`config.mk`:
```
export PLATFORM = sky130hd
export DESIGN_NAME = trne_exec
export DESIGN_NICKNAME = d
export VERILOG_FILES = /design/src/pkg/trne_pkg.sv /design/src/rtl/trne_quarter.sv /design/src/rtl/trne_exec.sv
export SDC_FILE = /design/constraint.sdc
export NUM_CORES = 1
export LEC_CHECK = 0
export BUFFER_PORTS_ARGS = -buffer_cell sky130_fd_sc_hd__buf_2
export CAP_MARGIN = 30
export CORE_MARGIN = 2
export CORE_UTILIZATION = 45
export CTS_BUF_LIST = sky130_fd_sc_hd__clkbuf_16
export DETAILED_ROUTE_END_ITERATION = 8
export PLACE_DENSITY = 0.73
export SYNTH_ARGS = -nofsm -noshare
export SYNTH_HDL_FRONTEND = slang
export SYNTH_SLANG_ARGS = --single-unit
```
`constraint.sdc`:
```
create_clock -name I_REF_CLK -period 3.5 [get_ports I_REF_CLK]
set_input_delay 0.525 -clock I_REF_CLK [delete_from_list [all_inputs] [get_ports I_REF_CLK]]
set_output_delay 0.525 -clock I_REF_CLK [all_outputs]
set_load 0.01 [all_outputs]
```
`src/pkg/trne_pkg.sv`:
```
// Functional notes
// - Negate writes two's complement back in place.
// - Table read copies program byte into latch.
// - Table pointer is 21-bit byte address.
// - Pointer bit zero selects low/high word byte.
// - Opcode low bits pick pointer update mode.
// - Post modes read first, then step pointer.
// - Pre-increment steps pointer, then reads.
// - Table read takes two instruction cycles.
package trne_pkg;

    // Widths of the data paths.
    localparam int PTR_W   = 21;   // Table pointer width in bits.
    localparam int WORD_W  = 16;   // Program memory word width.
    localparam int BYTE_W  = 8;    // Data byte width.
    localparam int BANK_W  = 4;    // Data bank selector width.
    localparam int FADDR_W = 12;   // Full data memory address width.
    localparam int STAT_W  = 5;    // Status flags: N, OV, Z, DC, C.

    // Status flag positions inside the status vector.
    localparam int ST_C  = 0;
    localparam int ST_DC = 1;
    localparam int ST_Z  = 2;
    localparam int ST_OV = 3;
    localparam int ST_N  = 4;

    // Opcode patterns.
    localparam logic [6:0]  OPC_NEGATE  = 7'h36;   // Upper seven opcode bits 0110110.
    localparam logic [13:0] OPC_TBLREAD = 14'h0002; // Upper fourteen bits 0000_0000_0000_10.
    localparam logic [15:0] OPC_IDLE    = 16'h0000; // Single-word idle code.
    localparam logic [3:0]  OPC_IDLE_HI = 4'hf;    // Second idle form, any low bits.

    // Access bank split point and the bank used above it.
    localparam logic [7:0]        ACCESS_SPLIT = 8'h80;
    localparam logic [BANK_W-1:0] ACCESS_HI_BANK = 4'hf;

    // Pointer update modes carried in the opcode low bits.
    localparam logic [1:0] TM_KEEP     = 2'h0;
    localparam logic [1:0] TM_POST_INC = 2'h1;
    localparam logic [1:0] TM_POST_DEC = 2'h2;
    localparam logic [1:0] TM_PRE_INC  = 2'h3;

    // Quarter-cycle codes, one-hot.
    localparam logic [3:0] QTR_1 = 4'h1;
    localparam logic [3:0] QTR_2 = 4'h2;
    localparam logic [3:0] QTR_3 = 4'h4;
    localparam logic [3:0] QTR_4 = 4'h8;

    // Values after reset.
    localparam logic [PTR_W-1:0]  PTR_RESET   = 21'h000000;
    localparam logic [BYTE_W-1:0] LATCH_RESET = 8'h00;

    // Execution states, one-hot.
    typedef enum logic [3:0] {
        ST_IDLE  = 4'h1,
        ST_NEG   = 4'h2,
        ST_TBL_A = 4'h4,
        ST_TBL_B = 4'h8
    } trne_state_t;

    // Complete state of the execution unit.
    typedef struct packed {
        trne_state_t              fsm;         // Current instruction step.
        logic                     nop_run;     // Idle instruction in progress.
        logic [1:0]               mode;        // Latched pointer update mode.
        logic [PTR_W-1:0]         ptr;         // Table byte pointer.
        logic [BYTE_W-1:0]        latch;       // Table holding latch.
        logic [FADDR_W-1:0]       file_addr;   // Data memory address.
        logic                     file_rd;     // Data memory read strobe.
        logic                     file_wr;     // Data memory write strobe.
        logic [BYTE_W-1:0]        file_wdata;  // Data memory write data.
        logic [PTR_W-2:0]         pmem_addr;   // Program word address.
        logic                     pmem_rd;     // Program memory read strobe.
        logic                     status_wr;   // Status update strobe.
        logic [STAT_W-1:0]        status;      // Status flags to write.
        logic                     done;        // Instruction retire pulse.
    } trne_regs_t;

endpackage

```
`src/rtl/trne_quarter.sv`:
```
`timescale 1ns/1ps
module trne_quarter
    import trne_pkg::*;
(
    input  wire logic       i_clk,
    input  wire logic       i_resetn,
    output logic [3:0]      o_quarter
);

    // Rotating one-hot phase; every four clocks make one instruction cycle.
    logic [3:0] next_quarter;

    // Next phase is the current one rotated left by one.
    always_comb begin
        next_quarter = {o_quarter[2:0], o_quarter[3]};
    end

    // Phase register; reset parks it in the first quarter.
    always_ff @(posedge i_clk) begin
        if (!i_resetn) begin
            o_quarter <= QTR_1;
        end else begin
            o_quarter <= next_quarter;
        end
    end

endmodule // trne_quarter

```
`src/rtl/trne_exec.sv`:
```
`timescale 1ns/1ps
module trne_exec
    import trne_pkg::*;
(
    input  wire logic                I_REF_CLK,       // Core clock.
    input  wire logic                I_RESETN,        // Synchronous reset, active low.
    input  wire logic                I_INSTR_VALID,   // Opcode offered in quarter one.
    input  wire logic [WORD_W-1:0]   I_OPCODE,        // Instruction word.
    input  wire logic [BANK_W-1:0]   I_BANK_SEL,      // Data bank selector from the core.
    input  wire logic [BYTE_W-1:0]   I_FILE_RDATA,    // Data memory read data.
    input  wire logic [WORD_W-1:0]   I_PMEM_RDATA,    // Program memory word read data.
    input  wire logic                I_PTR_WR,        // Core loads the table pointer.
    input  wire logic [PTR_W-1:0]    I_PTR_WDATA,     // Value for the table pointer.
    output logic [3:0]               O_QUARTER,       // Current quarter, one-hot.
    output logic                     O_BUSY,          // An instruction is executing.
    output logic                     O_DONE,          // Instruction retired.
    output logic [FADDR_W-1:0]       O_FILE_ADDR,     // Data memory address.
    output logic                     O_FILE_RD,       // Data memory read strobe.
    output logic                     O_FILE_WR,       // Data memory write strobe.
    output logic [BYTE_W-1:0]        O_FILE_WDATA,    // Data memory write data.
    output logic                     O_STATUS_WR,     // Status flags update strobe.
    output logic [STAT_W-1:0]        O_STATUS,        // Status flags N, OV, Z, DC, C.
    output logic                     O_PMEM_RD,       // Program memory read strobe.
    output logic [PTR_W-2:0]         O_PMEM_ADDR,     // Program memory word address.
    output logic [PTR_W-1:0]         O_TABLE_PTR,     // Table byte pointer.
    output logic [BYTE_W-1:0]        O_TABLE_LATCH    // Table holding latch.
);

    // Registered state and its next value.
    trne_regs_t r;
    trne_regs_t next_r;

    // Quarter phase from the phase generator.
    logic [3:0] quarter;

    // Decoded opcode classes.
    logic dec_neg;
    logic dec_tbl;
    logic dec_idle;
    logic accept;

    // Negate datapath results.
    logic [BYTE_W-1:0] neg_val;

    // Program byte picked out of the returned word.
    logic [BYTE_W-1:0] pm_byte;

    // Builds the full data address from the operand and the access bit.
    function automatic logic [FADDR_W-1:0] file_address(
        input logic [BYTE_W-1:0] f,
        input logic              a,
        input logic [BANK_W-1:0] bank
    );
        logic [BANK_W-1:0] sel;
        sel = bank;
        if (!a) begin
            sel = (f < ACCESS_SPLIT) ? '0 : ACCESS_HI_BANK;
        end
        return {sel, f};
    endfunction

    // Picks one byte of a program word from the pointer low bit.
    function automatic logic [BYTE_W-1:0] word_byte(
        input logic [WORD_W-1:0] w,
        input logic              hi
    );
        return hi ? w[WORD_W-1:BYTE_W] : w[BYTE_W-1:0];
    endfunction

    // Phase generator shared by every instruction step.
    trne_quarter u_quarter (
        .i_clk     (I_REF_CLK),
        .i_resetn  (I_RESETN),
        .o_quarter (quarter)
    );

    // Opcode classification; only accepted in quarter one while idle.
    always_comb begin
        dec_neg  = (I_OPCODE[15:9] == OPC_NEGATE);
        dec_tbl  = (I_OPCODE[15:2] == OPC_TBLREAD);
        dec_idle = (I_OPCODE == OPC_IDLE) || (I_OPCODE[15:12] == OPC_IDLE_HI);
        accept   = I_INSTR_VALID && (quarter == QTR_1) && (r.fsm == ST_IDLE);
    end

    // Two's complement of the operand, inverted then incremented.
    always_comb begin
        neg_val = BYTE_W'(~I_FILE_RDATA + 8'h01);
        pm_byte = word_byte(I_PMEM_RDATA, r.ptr[0]);
    end

    // Next-state logic for the whole unit.
    always_comb begin
        next_r           = r;
        next_r.done      = 1'b0;
        next_r.file_rd   = 1'b0;
        next_r.file_wr   = 1'b0;
        next_r.status_wr = 1'b0;
        next_r.pmem_rd   = 1'b0;
        unique case (r.fsm)
            ST_IDLE: begin
                // Pointer loads from the core are taken only between instructions.
                if (I_PTR_WR && !accept) begin
                    next_r.ptr = I_PTR_WDATA;
                end
                if (accept && dec_neg) begin
                    // Decode quarter: address and read strobe shown in quarter two.
                    next_r.fsm       = ST_NEG;
                    next_r.file_addr = file_address(I_OPCODE[7:0], I_OPCODE[8], I_BANK_SEL);
                    next_r.file_rd   = 1'b1;
                end else if (accept && dec_tbl) begin
                    // First cycle of the table read decodes, latches the mode and ends with any pre-increment.
                    next_r.fsm  = ST_TBL_A;
                    next_r.mode = I_OPCODE[1:0];
                end else if (accept && dec_idle) begin
                    // Idle instruction only waits out its own cycle.
                    next_r.fsm     = ST_NEG;
                    next_r.nop_run = 1'b1;
                end
            end
            ST_NEG: begin
                // Shared single-cycle path for negate and the idle instruction.
                if (quarter == QTR_3 && !r.nop_run) begin
                    // Process in quarter three; write shows in quarter four.
                    next_r.file_wr        = 1'b1;
                    next_r.file_wdata     = neg_val;
                    next_r.status_wr      = 1'b1;
                    next_r.status[ST_N]   = neg_val[BYTE_W-1];
                    next_r.status[ST_Z]   = (neg_val == 8'h00);
                    next_r.status[ST_OV]  = (I_FILE_RDATA == 8'h80);
                    next_r.status[ST_C]   = (I_FILE_RDATA == 8'h00);
                    next_r.status[ST_DC]  = (I_FILE_RDATA[3:0] == 4'h0);
                end
                if (quarter == QTR_4) begin
                    // Cycle ends; nothing of the idle instruction is written.
                    next_r.fsm     = ST_IDLE;
                    next_r.nop_run = 1'b0;
                    next_r.done    = 1'b1;
                end
            end
            ST_TBL_A: begin
                // Pre-increment takes place before the read cycle begins.
                if (quarter == QTR_4) begin
                    next_r.fsm = ST_TBL_B;
                    if (r.mode == TM_PRE_INC) begin
                        next_r.ptr = PTR_W'(r.ptr + 21'h000001);
                    end
                end
            end
            ST_TBL_B: begin
                if (quarter == QTR_1) begin
                    // Program memory is read in quarter two at the word address.
                    next_r.pmem_rd   = 1'b1;
                    next_r.pmem_addr = r.ptr[PTR_W-1:1];
                end else if (quarter == QTR_3) begin
                    // Latch written so its new value stands in quarter four.
                    next_r.latch = pm_byte;
                end else if (quarter == QTR_4) begin
                    // Post modes step the pointer only after the read.
                    unique case (r.mode)
                        TM_POST_INC: next_r.ptr = PTR_W'(r.ptr + 21'h000001);
                        TM_POST_DEC: next_r.ptr = PTR_W'(r.ptr - 21'h000001);
                        TM_KEEP:     next_r.ptr = r.ptr;
                        TM_PRE_INC:  next_r.ptr = r.ptr;
                    endcase
                    next_r.fsm  = ST_IDLE;
                    next_r.done = 1'b1;
                end
            end
        endcase
    end

    // State register with synchronous reset.
    always_ff @(posedge I_REF_CLK) begin
        if (!I_RESETN) begin
            r            <= '0;
            r.fsm        <= ST_IDLE;
            r.ptr        <= PTR_RESET;
            r.latch      <= LATCH_RESET;
        end else begin
            r            <= next_r;
        end
    end

    // Outputs come from the state and phase flip-flops; O_BUSY is decoded from the state.
    always_comb begin
        O_QUARTER     = quarter;
        O_BUSY        = (r.fsm != ST_IDLE);
        O_DONE        = r.done;
        O_FILE_ADDR   = r.file_addr;
        O_FILE_RD     = r.file_rd;
        O_FILE_WR     = r.file_wr;
        O_FILE_WDATA  = r.file_wdata;
        O_STATUS_WR   = r.status_wr;
        O_STATUS      = r.status;
        O_PMEM_RD     = r.pmem_rd;
        O_PMEM_ADDR   = r.pmem_addr;
        O_TABLE_PTR   = r.ptr;
        O_TABLE_LATCH = r.latch;
    end

endmodule // trne_exec

```
==> flow_metrics.py, run 1 <==
metrics = {
    "layout": {
        "multiInputGateArea_um2": 3060,
        "layout_commonest_cell": "buf_2",
        "antenna_cells": 0,
        "drive_gt1_share_pct": 25.58,
        "final-seq-area_um2": 1762,
        "layout_common_cells": "152 x buf_2, 112 x nand2_1, 88 x dfxtp_1",
        "nNetsFinal": 851,
        "fillers": 1233,
        "final_area_um2": 6261,
        "final_core_util_pct": 51.48,
        "area_growth_pct": 10.68,
    },
    "floorplanning": {
        "start_util_pct": 46.51,
        "fp.dieW_um": 116.1,
        "row_count": 40,
        "coreArea_um2": 12160,
        "die-area_um2": 13480,
        "die_h_um": 116.1,
        "ios": 153,
    },
    "global_route": {
        "grt.total_usage_pct": 23.58,
        "antenna_found_initial": 0,
        "overflow": 0,
        "grt_pass1_wl_mm": 25.16,
        "grt_max_degree": 34,
        "grt_pass1_vias": 5135,
    },
    "routing": {
        "first_iter_violations": 398,
        "drt-pass1-iter-count": 5,
        "wl_mm": 15.84,
        "avgRoutedWirePerCell_um": 16.67,
        "viasPerCell": 5.860,
        "drc": 0,
        "ant_nets": 0,
        "via_count": 5567,
    },
    "timing": {
        "fmax_mhz": 355.8,
        "period_minus_slack_ps": 2811,
        "tightest_slew_ps": 826.0,
        "hold_viol_final": 0,
        "finalClockSkew_ps": 9.034,
        "setup_viol": 0,
        "tns_ps": 0,
        "slew_viol_final": 0,
        "rsz0062_at_grt": "no",
        "period_share_pct": 80.31,
        "relSlewSlack_pct": 44.52,
    },
    "worst_setup_path": {
        "path_max_fanout": 18,
        "cp_top_family": "simple AND/OR/NAND/NOR gates",
        "cp.required_ps": 3760,
        "cpPeakStageDelay_ps": 820,
        "path_cells": "ha_1 -> nand3_1 -> or4_1 -> o41ai_1 -> nor3_1 -> a211oi_1",
        "crit_start": "O_TABLE_PTR[0]",
        "cp_num_buf_inv": 0,
        "worstReg2RegStart": "O_TABLE_PTR[0]",
        "cp_slowest_cell": "dfxtp_1",
        "startpoint_type": "flop",
        "worstSetupEndpointType": "flop",
        "critical_path_class": "reg2reg",
        "arrival_ps": 3070,
    },
    "min_path": {
        "min-delay-path-class": "in2reg",
        "worstHoldStart": "I_OPCODE[6]",
    },
    "yosys": {
        "synth_ff_type": "dfxtp_1",
        "synth_cells": 725,
        "async_reset_ff_share_pct": 0,
        "ys_seq_elements": 88,
        "syn_area_um2": 5657,
        "synth_edf_count": 0,
        "syn_nets": 799,
        "synth_cell_types": 72,
        "syn_avg_cell_area_um2": 7.802,
        "yosysSeqAreaShare_pct": 31.14,
        "yosys_warnings": 0,
    },
    "cts": {
        "root_buffer": "clkbuf_16",
        "cts_sinks": 88,
        "cts_buffers": 9,
        "cts_resized": 0,
        "hold_buffers": 0,
        "insertion_delay_ps": 350,
        "cts_tree": "yes",
        "post_cts.repair.setup_buffers": 0,
        "clockBufferDepth": 2,
        "clk_pin_slew_ps": 60,
        "h-tree-depth": 3,
    },
    "place": {
        "place_area_um2": 5966,
        "dp_hpwl_mm": 11.50,
        "numPortBuffers": 152,
        "place.gp.congestion": 0.9467,
    },
    "run_status": {
        "status": "finished clean",
    },
    "job": {
        "cap_violations": 0,
    },
    "power_and_ir_drop": {
        "vdd_drop_max_mv": 0.2232,
        "p_leak_uw": 0.002510,
        "power_density_nw_per_um2": 470.8,
        "power_uw": 2948,
    },
}
-- cell usage after synthesis, types with 5 or more instances --
master | number | area share, %
nand2_1 | 112 | 7.4
dfxtp_1 | 88 | 31
buf_4 | 75 | 10
a21oi_1 | 65 | 5.8
clkbuf_1 | 40 | 2.7
nor2_1 | 38 | 2.5
nor4_1 | 18 | 2.0
nand4_1 | 16 | 1.8
o21ai_0 | 16 | 1.4
mux2i_1 | 15 | 2.7
nand3_1 | 15 | 1.3
inv_1 | 14 | 0.93
a211oi_1 | 12 | 1.6
nor3_1 | 12 | 1.1
or3_1 | 10 | 1.1
or4_1 | 10 | 1.3
a31oi_1 | 9 | 1.0
buf_2 | 9 | 0.80
a221oi_1 | 7 | 1.1
o22ai_1 | 7 | 0.77
o31a_1 | 7 | 1.1
xnor2_1 | 7 | 1.1
and2_1 | 6 | 0.66
o211a_1 | 6 | 1.1
o31ai_1 | 6 | 0.80
xor2_1 | 6 | 0.93
ha_1 | 5 | 1.1
nor4b_1 | 5 | 0.77
o221ai_1 | 5 | 0.77
or4b_1 | 5 | 0.88
-- registers in the layout (all words and copies together), names as in the netlist --
| name | flops |
|---|---|
| O_PMEM_RD | 1 |
| O_FILE_ADDR | 12 |
| O_STATUS | 4 |
| u_quarter.o_quarter | 4 |
| O_FILE_RD | 1 |
| O_FILE_WDATA | 8 |
| r | 7 |
| O_TABLE_PTR | 21 |
| O_DONE | 1 |
| O_PMEM_ADDR | 20 |
| O_TABLE_LATCH | 8 |
| O_FILE_WR | 1 |
-- per-layer routing --
layer,part of all wire [%],global-route usage [%]
met1,43,30.91
met2,46,38.64
met3,8.4,5.553
met4,2.0,7.460
met5,0,0
-- power by group --
group | internal, µW | switching (µW)
clock | 555 | 422
combinational | 316 | 425
sequential | 1060 | 169
total | 1930 | 1020
-- logic make-up after synthesis --
kind of cell	Yosys count	synth area share, %
AND/OR/NAND/NOR	277	25.72
AO/OA/AOI/OAI	185	22.61
buffers and inverters	142	14.75
flip-flops	88	31.14
multiplexers	15	2.654
XOR/XNOR	13	2.013
adder cells (fa/ha/maj)	5	1.106
-- final timing paths --
check / to / slack, ps / cells after the start
worst min register to register: O_FILE_ADDR[1] / 440 / 2
worst max register to register: O_TABLE_PTR[20] / 690 / 6
worst max-delay path: O_TABLE_PTR[20] / 690 / 6
worst min-delay path: O_FILE_ADDR[6] / 440 / 3
-- cell type report --
| type | instances | area share (%) |
|---|---|---|
| clock buffer | 9 | 3.597 |
| clock inverter | 7 | 1.119 |
| inverter | 16 | 0.9592 |
| multi-input combinational | 495 | 48.88 |
| sequential | 88 | 28.14 |
| tap | 168 | 3.357 |
| timing repair buffer | 167 | 13.95 |
-- tightest hold or removal path: cells and delay by family --
| family | cells | cell delay [ps] |
|---|---|---|
| buffers and inverters | 1 | 110 |
| AOI/OAI and AO/OA | 1 | 60 |
| and+or+nand+nor | 1 | 50 |
-- through the flow --
step,setup WS [ps],std cells,hold WS (ps)
6_report,689.2,950,437.0
2_1_floorplan,1002,725,432.2
3_3_place_gp,806.3,934,439.6
3_5_place_dp,745.1,934,441.7
4_1_cts,726.1,950,422.5
5_1_grt,525.7,950,432.6
Power figures use the tool's default switching activity.
==> run 2: changes to the inputs <==
--- a/config.mk
+++ b/config.mk
@@ -11,7 +11,7 @@
 export CORE_UTILIZATION = 45
 export CTS_BUF_LIST = sky130_fd_sc_hd__clkbuf_16
 export DETAILED_ROUTE_END_ITERATION = 8
-export PLACE_DENSITY = 0.73
+export PLACE_DENSITY = 0.76
 export SYNTH_ARGS = -nofsm -noshare
 export SYNTH_HDL_FRONTEND = slang
 export SYNTH_SLANG_ARGS = --single-unit
==> constraint.sdc (replaced) <==
create_clock -name I_REF_CLK -period 2.5 [get_ports I_REF_CLK]
set_input_delay 0.375 -clock I_REF_CLK [delete_from_list [all_inputs] [get_ports I_REF_CLK]]
set_output_delay 0.375 -clock I_REF_CLK [all_outputs]
set_load 0.01 [all_outputs]
==> run 2 against run 1 <==
  * Critical path depth unchanged
  * Total power increased by 45%
  * Worst setup slack got worse by 560 ps
  * Utilization increased by 2.7 points
  * Sequential power increased by 33%
  * Critical path type unchanged
==> flow_metrics.py, run 2 (same netlist as run 1, synthesis figures left out) <==
metrics = {
    "run_status": {
        "status": "finished clean",
    },
    "cts": {
        "cts_sinks": 88,
        "post_cts.repair.setup_buffers": 0,
        "clk_pin_slew_ps": 80,
        "hold_buffers": 0,
        "clockBufferDepth": 2,
        "cts_resized": 0,
        "insertion_delay_ps": 340,
        "h-tree-depth": 3,
        "cts_tree": "yes",
        "cts_buffers": 9,
        "root_buffer": "clkbuf_16",
    },
    "layout": {
        "area_growth_pct": 16.43,
        "nNetsFinal": 893,
        "antenna_cells": 0,
        "final_core_util_pct": 54.16,
        "fillers": 1182,
        "layout_commonest_cell": "buf_2",
        "drive_gt1_share_pct": 29.73,
        "largest_register_ffs": 21,
        "layout_common_cells": "152 x buf_2, 112 x nand2_1, 88 x dfxtp_1",
    },
    "global_route": {
        "antenna_found_initial": 0,
        "grt.total_usage_pct": 24.47,
        "grt_max_degree": 34,
        "grt_pass1_vias": 5090,
        "grt_pass1_wl_mm": 26.22,
        "overflow": 0,
    },
    "min_path": {
        "min-delay-path-class": "in2reg",
    },
    "routing": {
        "ant_nets": 0,
        "drt-pass1-iter-count": 5,
        "first_iter_violations": 596,
        "viasPerCell": 5.748,
        "via_count": 5702,
        "wl_mm": 16.58,
        "drc": 0,
        "avgRoutedWirePerCell_um": 16.71,
    },
    "worst_setup_path": {
        "path_common_cell": "o21a_1",
        "cp_slowest_cell": "or4b_2",
        "path_max_fanout": 11,
        "cpPeakStageDelay_ps": 650,
        "reg2reg_slack_ps": 130,
        "cp.required_ps": 2750,
        "path_cells": "or4b_2 -> a21boi_2 -> o21a_1 -> buf_4 -> a21boi_0 -> o21a_1",
        "worstSetupEndpointType": "flop",
        "critical_path_class": "reg2reg",
        "arrival_ps": 2620,
        "startpoint_type": "flop",
    },
    "place": {
        "place.gp.congestion": 0.9594,
        "numPortBuffers": 152,
        "dp_hpwl_mm": 12.40,
    },
    "timing": {
        "slew_viol_final": 0,
        "period_minus_slack_ps": 2368,
        "rsz0062_at_grt": "no",
        "tightest_slew_ps": 702.3,
        "fmax_mhz": 422.4,
        "period_share_pct": 94.71,
        "tns_ps": 0,
        "setup_viol": 0,
        "relSlewSlack_pct": 53.07,
        "hold_viol_final": 0,
        "finalClockSkew_ps": 12.01,
    },
    "floorplanning": {
        "start_util_pct": 46.51,
        "coreArea_um2": 12160,
        "fp.dieW_um": 116.1,
        "die_h_um": 116.1,
        "row_count": 40,
        "ios": 153,
        "die-area_um2": 13480,
    },
    "power_and_ir_drop": {
        "power_density_nw_per_um2": 647.7,
        "vdd_drop_max_mv": 0.4328,
        "p_leak_uw": 0.002722,
    },
    "job": {
        "cap_violations": 0,
    },
}
[run 2: cell count changes in the layout (fill, tap and decap cells not counted), sizes merged]
cell,change
bufinv,-1
buf,+42
inv,+3
clkinv,-3
clkinvlp,+1
[run 2: through the flow]
stage	worst slack [ps]	hold slack (ps)	cell area [µm²]	total power [µW]	cells
final	132.3	287.3	6586	4266	992
after global routing	13.14	288.6	6586	4465	992
after detailed placement	175.2	444.1	6281	2911	976
after CTS	169.4	280.0	6579	4260	992
after floorplan	2.015	432.2	5657	2501	725
after global placement	221.2	437.4	6281	2895	976
[run 2: final cells by class]
cell class	count	area [µm²]	share of cell area, %
Multi-Input combinational cell	495	3068	46.58
Sequential cell	88	1762	26.75
Timing Repair Buffer	209	1189	18.05
Clock buffer	9	225.2	3.419
Tap cell	168	210.2	3.191
Clock inverter	7	72.57	1.102
Inverter	16	60.06	0.9119
[run 2: worst max-delay path: cells and delay by family (launching register included)]
kind | cells | cell delay, ps
buffers and inverters | 1 | 260
AND/OR/NAND/NOR | 1 | 650
AO/OA/AOI/OAI | 4 | 860
flip-flops | 1 | 490
[run 2: report_power, final]
group | leakage [µW] | switching (µW) | internal, µW
sequential | 0.000713 | 154 | 1490
combinational | 0.00187 | 735 | 543
clock | 0.000143 | 643 | 706
total | 0.00272 | 1530 | 2730
[run 2: per-layer routing]
metal | up-vias | track usage (%) | routed length [µm]
met5 | - | 0 | 0
met1 | 2613 | 33.72 | 7206
li1 | 2768 | - | -
met4 | 0 | 9.286 | 449
met2 | 282 | 38.36 | 7477
met3 | 39 | 4.411 | 1449
[run 2: worst paths after layout]
kind	start	to	cells past startpoint
worst max-delay path	r[84]	O_TABLE_PTR[4]	6
worst min-delay path	I_OPCODE[4]	O_FILE_ADDR[4]	3
worst max register to register	r[84]	O_TABLE_PTR[4]	6
worst min register to register	O_STATUS[0]	O_STATUS[0]	2
==> run 3: changes to the inputs <==
--- a/config.mk
+++ b/config.mk
@@ -8,10 +8,10 @@
 export BUFFER_PORTS_ARGS = -buffer_cell sky130_fd_sc_hd__buf_2
 export CAP_MARGIN = 30
 export CORE_MARGIN = 2
-export CORE_UTILIZATION = 45
+export CORE_UTILIZATION = 48
 export CTS_BUF_LIST = sky130_fd_sc_hd__clkbuf_16
 export DETAILED_ROUTE_END_ITERATION = 8
-export PLACE_DENSITY = 0.76
+export PLACE_DENSITY = 0.8
 export SYNTH_ARGS = -nofsm -noshare
 export SYNTH_HDL_FRONTEND = slang
 export SYNTH_SLANG_ARGS = --single-unit
==> run 3 against run 2 <==
  * Critical path depth decreased by 1
  * Non-clock buffer count increased by 7
  * Total power increased by 1.9%
  * Worst setup slack got worse by 4.3 ps
  * Global-route usage increased by 0.96 points
  * Utilization increased by 3.6 points
  * Routed wire length decreased by 1.2%
  * Critical path type unchanged
  * Largest cell class unchanged
==> flow_metrics.py, run 3 (same netlist as run 1, synthesis figures left out) <==
metrics = {
    "timing": {
        "setup_viol": 0,
        "slew_viol_final": 0,
        "tns_ps": 0,
        "relSlewSlack_pct": 47.07,
        "tightest_slew_ps": 793.9,
        "hold_viol_final": 0,
        "period_share_pct": 94.88,
        "finalClockSkew_ps": 7.469,
        "period_minus_slack_ps": 2372,
        "rsz0062_at_grt": "no",
        "fmax_mhz": 421.6,
    },
    "place": {
        "place.gp.congestion": 0.9656,
        "placed_cells_incl_taps": 958,
        "numPortBuffers": 152,
        "place_area_um2": 6302,
        "dp_hpwl_mm": 12.28,
    },
    "routing": {
        "via_count": 5816,
        "drc": 0,
        "avgRoutedWirePerCell_um": 16.82,
        "first_iter_violations": 649,
        "drt-pass1-iter-count": 5,
        "ant_nets": 0,
        "wl_mm": 16.38,
        "viasPerCell": 5.971,
    },
    "worst_setup_path": {
        "worstSetupEndpointType": "flop",
        "path_cells": "or4b_1 -> o211a_1 -> o21ai_2 -> a21oi_1 -> o221a_2",
        "critical_path_class": "reg2reg",
        "cp_top_family": "compound AO/OA/AOI/OAI gates",
        "cp.required_ps": 2730,
        "cpPeakStageDelay_ps": 650,
        "cp_slowest_cell": "o21ai_2",
        "cp_num_buf_inv": 0,
        "path_max_fanout": 17,
        "startpoint_type": "flop",
        "arrival_ps": 2610,
    },
    "layout": {
        "fillers": 1052,
        "final_core_util_pct": 57.73,
        "antenna_cells": 0,
        "layout_common_cells": "152 x buf_2, 112 x nand2_1, 87 x dfxtp_1",
        "drive_gt1_share_pct": 30.32,
        "layout_commonest_cell": "buf_2",
        "largest_register_ffs": 21,
        "final_cells": 974,
        "area_growth_pct": 17.03,
        "nNetsFinal": 900,
        "final_area_um2": 6620,
    },
    "job": {
        "cap_violations": 0,
    },
    "power_and_ir_drop": {
        "seq_power_share_pct": 37.8,
        "power_density_nw_per_um2": 656.5,
        "p_int_uw": 2829,
        "netSwitchingPower_uw": 1517,
        "clkPwrFrac_pct": 33.0,
        "combPwrFrac_pct": 29.1,
        "vdd_drop_max_mv": 0.4469,
        "p_sw_share_pct": 34.91,
        "p_leak_uw": 0.002757,
    },
    "floorplanning": {
        "fp.dieW_um": 112.6,
        "coreArea_um2": 11470,
        "row_count": 39,
        "die-area_um2": 12670,
        "start_util_pct": 49.33,
        "ios": 153,
        "die_h_um": 112.6,
    },
    "global_route": {
        "grt_max_degree": 33,
        "grt.total_usage_pct": 25.43,
        "overflow": 0,
        "grt_pass1_wl_mm": 26.12,
        "antenna_found_initial": 0,
        "grt_pass1_vias": 5215,
    },
    "cts": {
        "insertion_delay_ps": 350,
        "root_buffer": "clkbuf_16",
        "clk_pin_slew_ps": 70,
        "post_cts.repair.setup_buffers": 0,
        "clockBufferDepth": 2,
        "cts_sinks": 88,
        "cts_tree": "yes",
        "h-tree-depth": 3,
        "cts_buffers": 9,
        "cts_resized": 0,
        "hold_buffers": 0,
    },
    "run_status": {
        "status": "finished clean",
    },
    "min_path": {
        "min-delay-path-class": "in2reg",
    },
}
-- run 3: layout make-up --
type | instances | area, µm² | share of cell area (%)
inverter | 16 | 60.06 | 0.9072
clock buffer | 9 | 225.2 | 3.402
multi-input combinational | 495 | 3065 | 46.31
clock inverter | 7 | 86.33 | 1.304
timing repair buffer | 216 | 1241 | 18.75
sequential | 88 | 1763 | 26.63
tap | 143 | 178.9 | 2.703
-- run 3: worst paths after layout --
kind,start,endpoint,slack [ps],cells past startpoint
max,u_quarter.o_quarter[1],O_TABLE_PTR[14],130,5
min,I_OPCODE[6],O_FILE_ADDR[6],270,3
max reg2reg,u_quarter.o_quarter[1],O_TABLE_PTR[14],130,5
min reg2reg,O_FILE_ADDR[2],O_FILE_ADDR[2],450,2
-- run 3: tightest hold or removal path: cells and delay by family --
family,cells,cell delay (ps)
buffers and inverters,1,100
AND/OR/NAND/NOR,1,50
AO/OA/AOI/OAI,1,50
-- run 3: per-layer routing --
layer / global-route usage (%) / part of all wire, %
met2: 40.56 / 46
met5: 0 / 0
met1: 33.38 / 41
met3: 4.968 / 9.3
met4: 11.38 / 3.1
-- run 3: through the flow --
step           hold slack [ps]  setup WS [ps]  power (µW)
5_1_grt                  281.3          9.754        4546
2_1_floorplan            432.2          2.015        2501
6_report                 272.0          128.0        4346
3_5_place_dp             441.9          178.5        2896
3_3_place_gp             437.1          239.5        2888
4_1_cts                  270.6          165.5        4324
-- run 3: power by group through the flow --
stage / sequential (µW) / combinational [µW] / clock, µW
2_1_floorplan: 1590 / 914 / 0
3_3_place_gp: 1670 / 1220 / 0
4_1_cts: 1640 / 1240 / 1450
3_5_place_dp: 1670 / 1230 / 0
5_1_grt: 1660 / 1370 / 1510
6_report: 1640 / 1270 / 1430
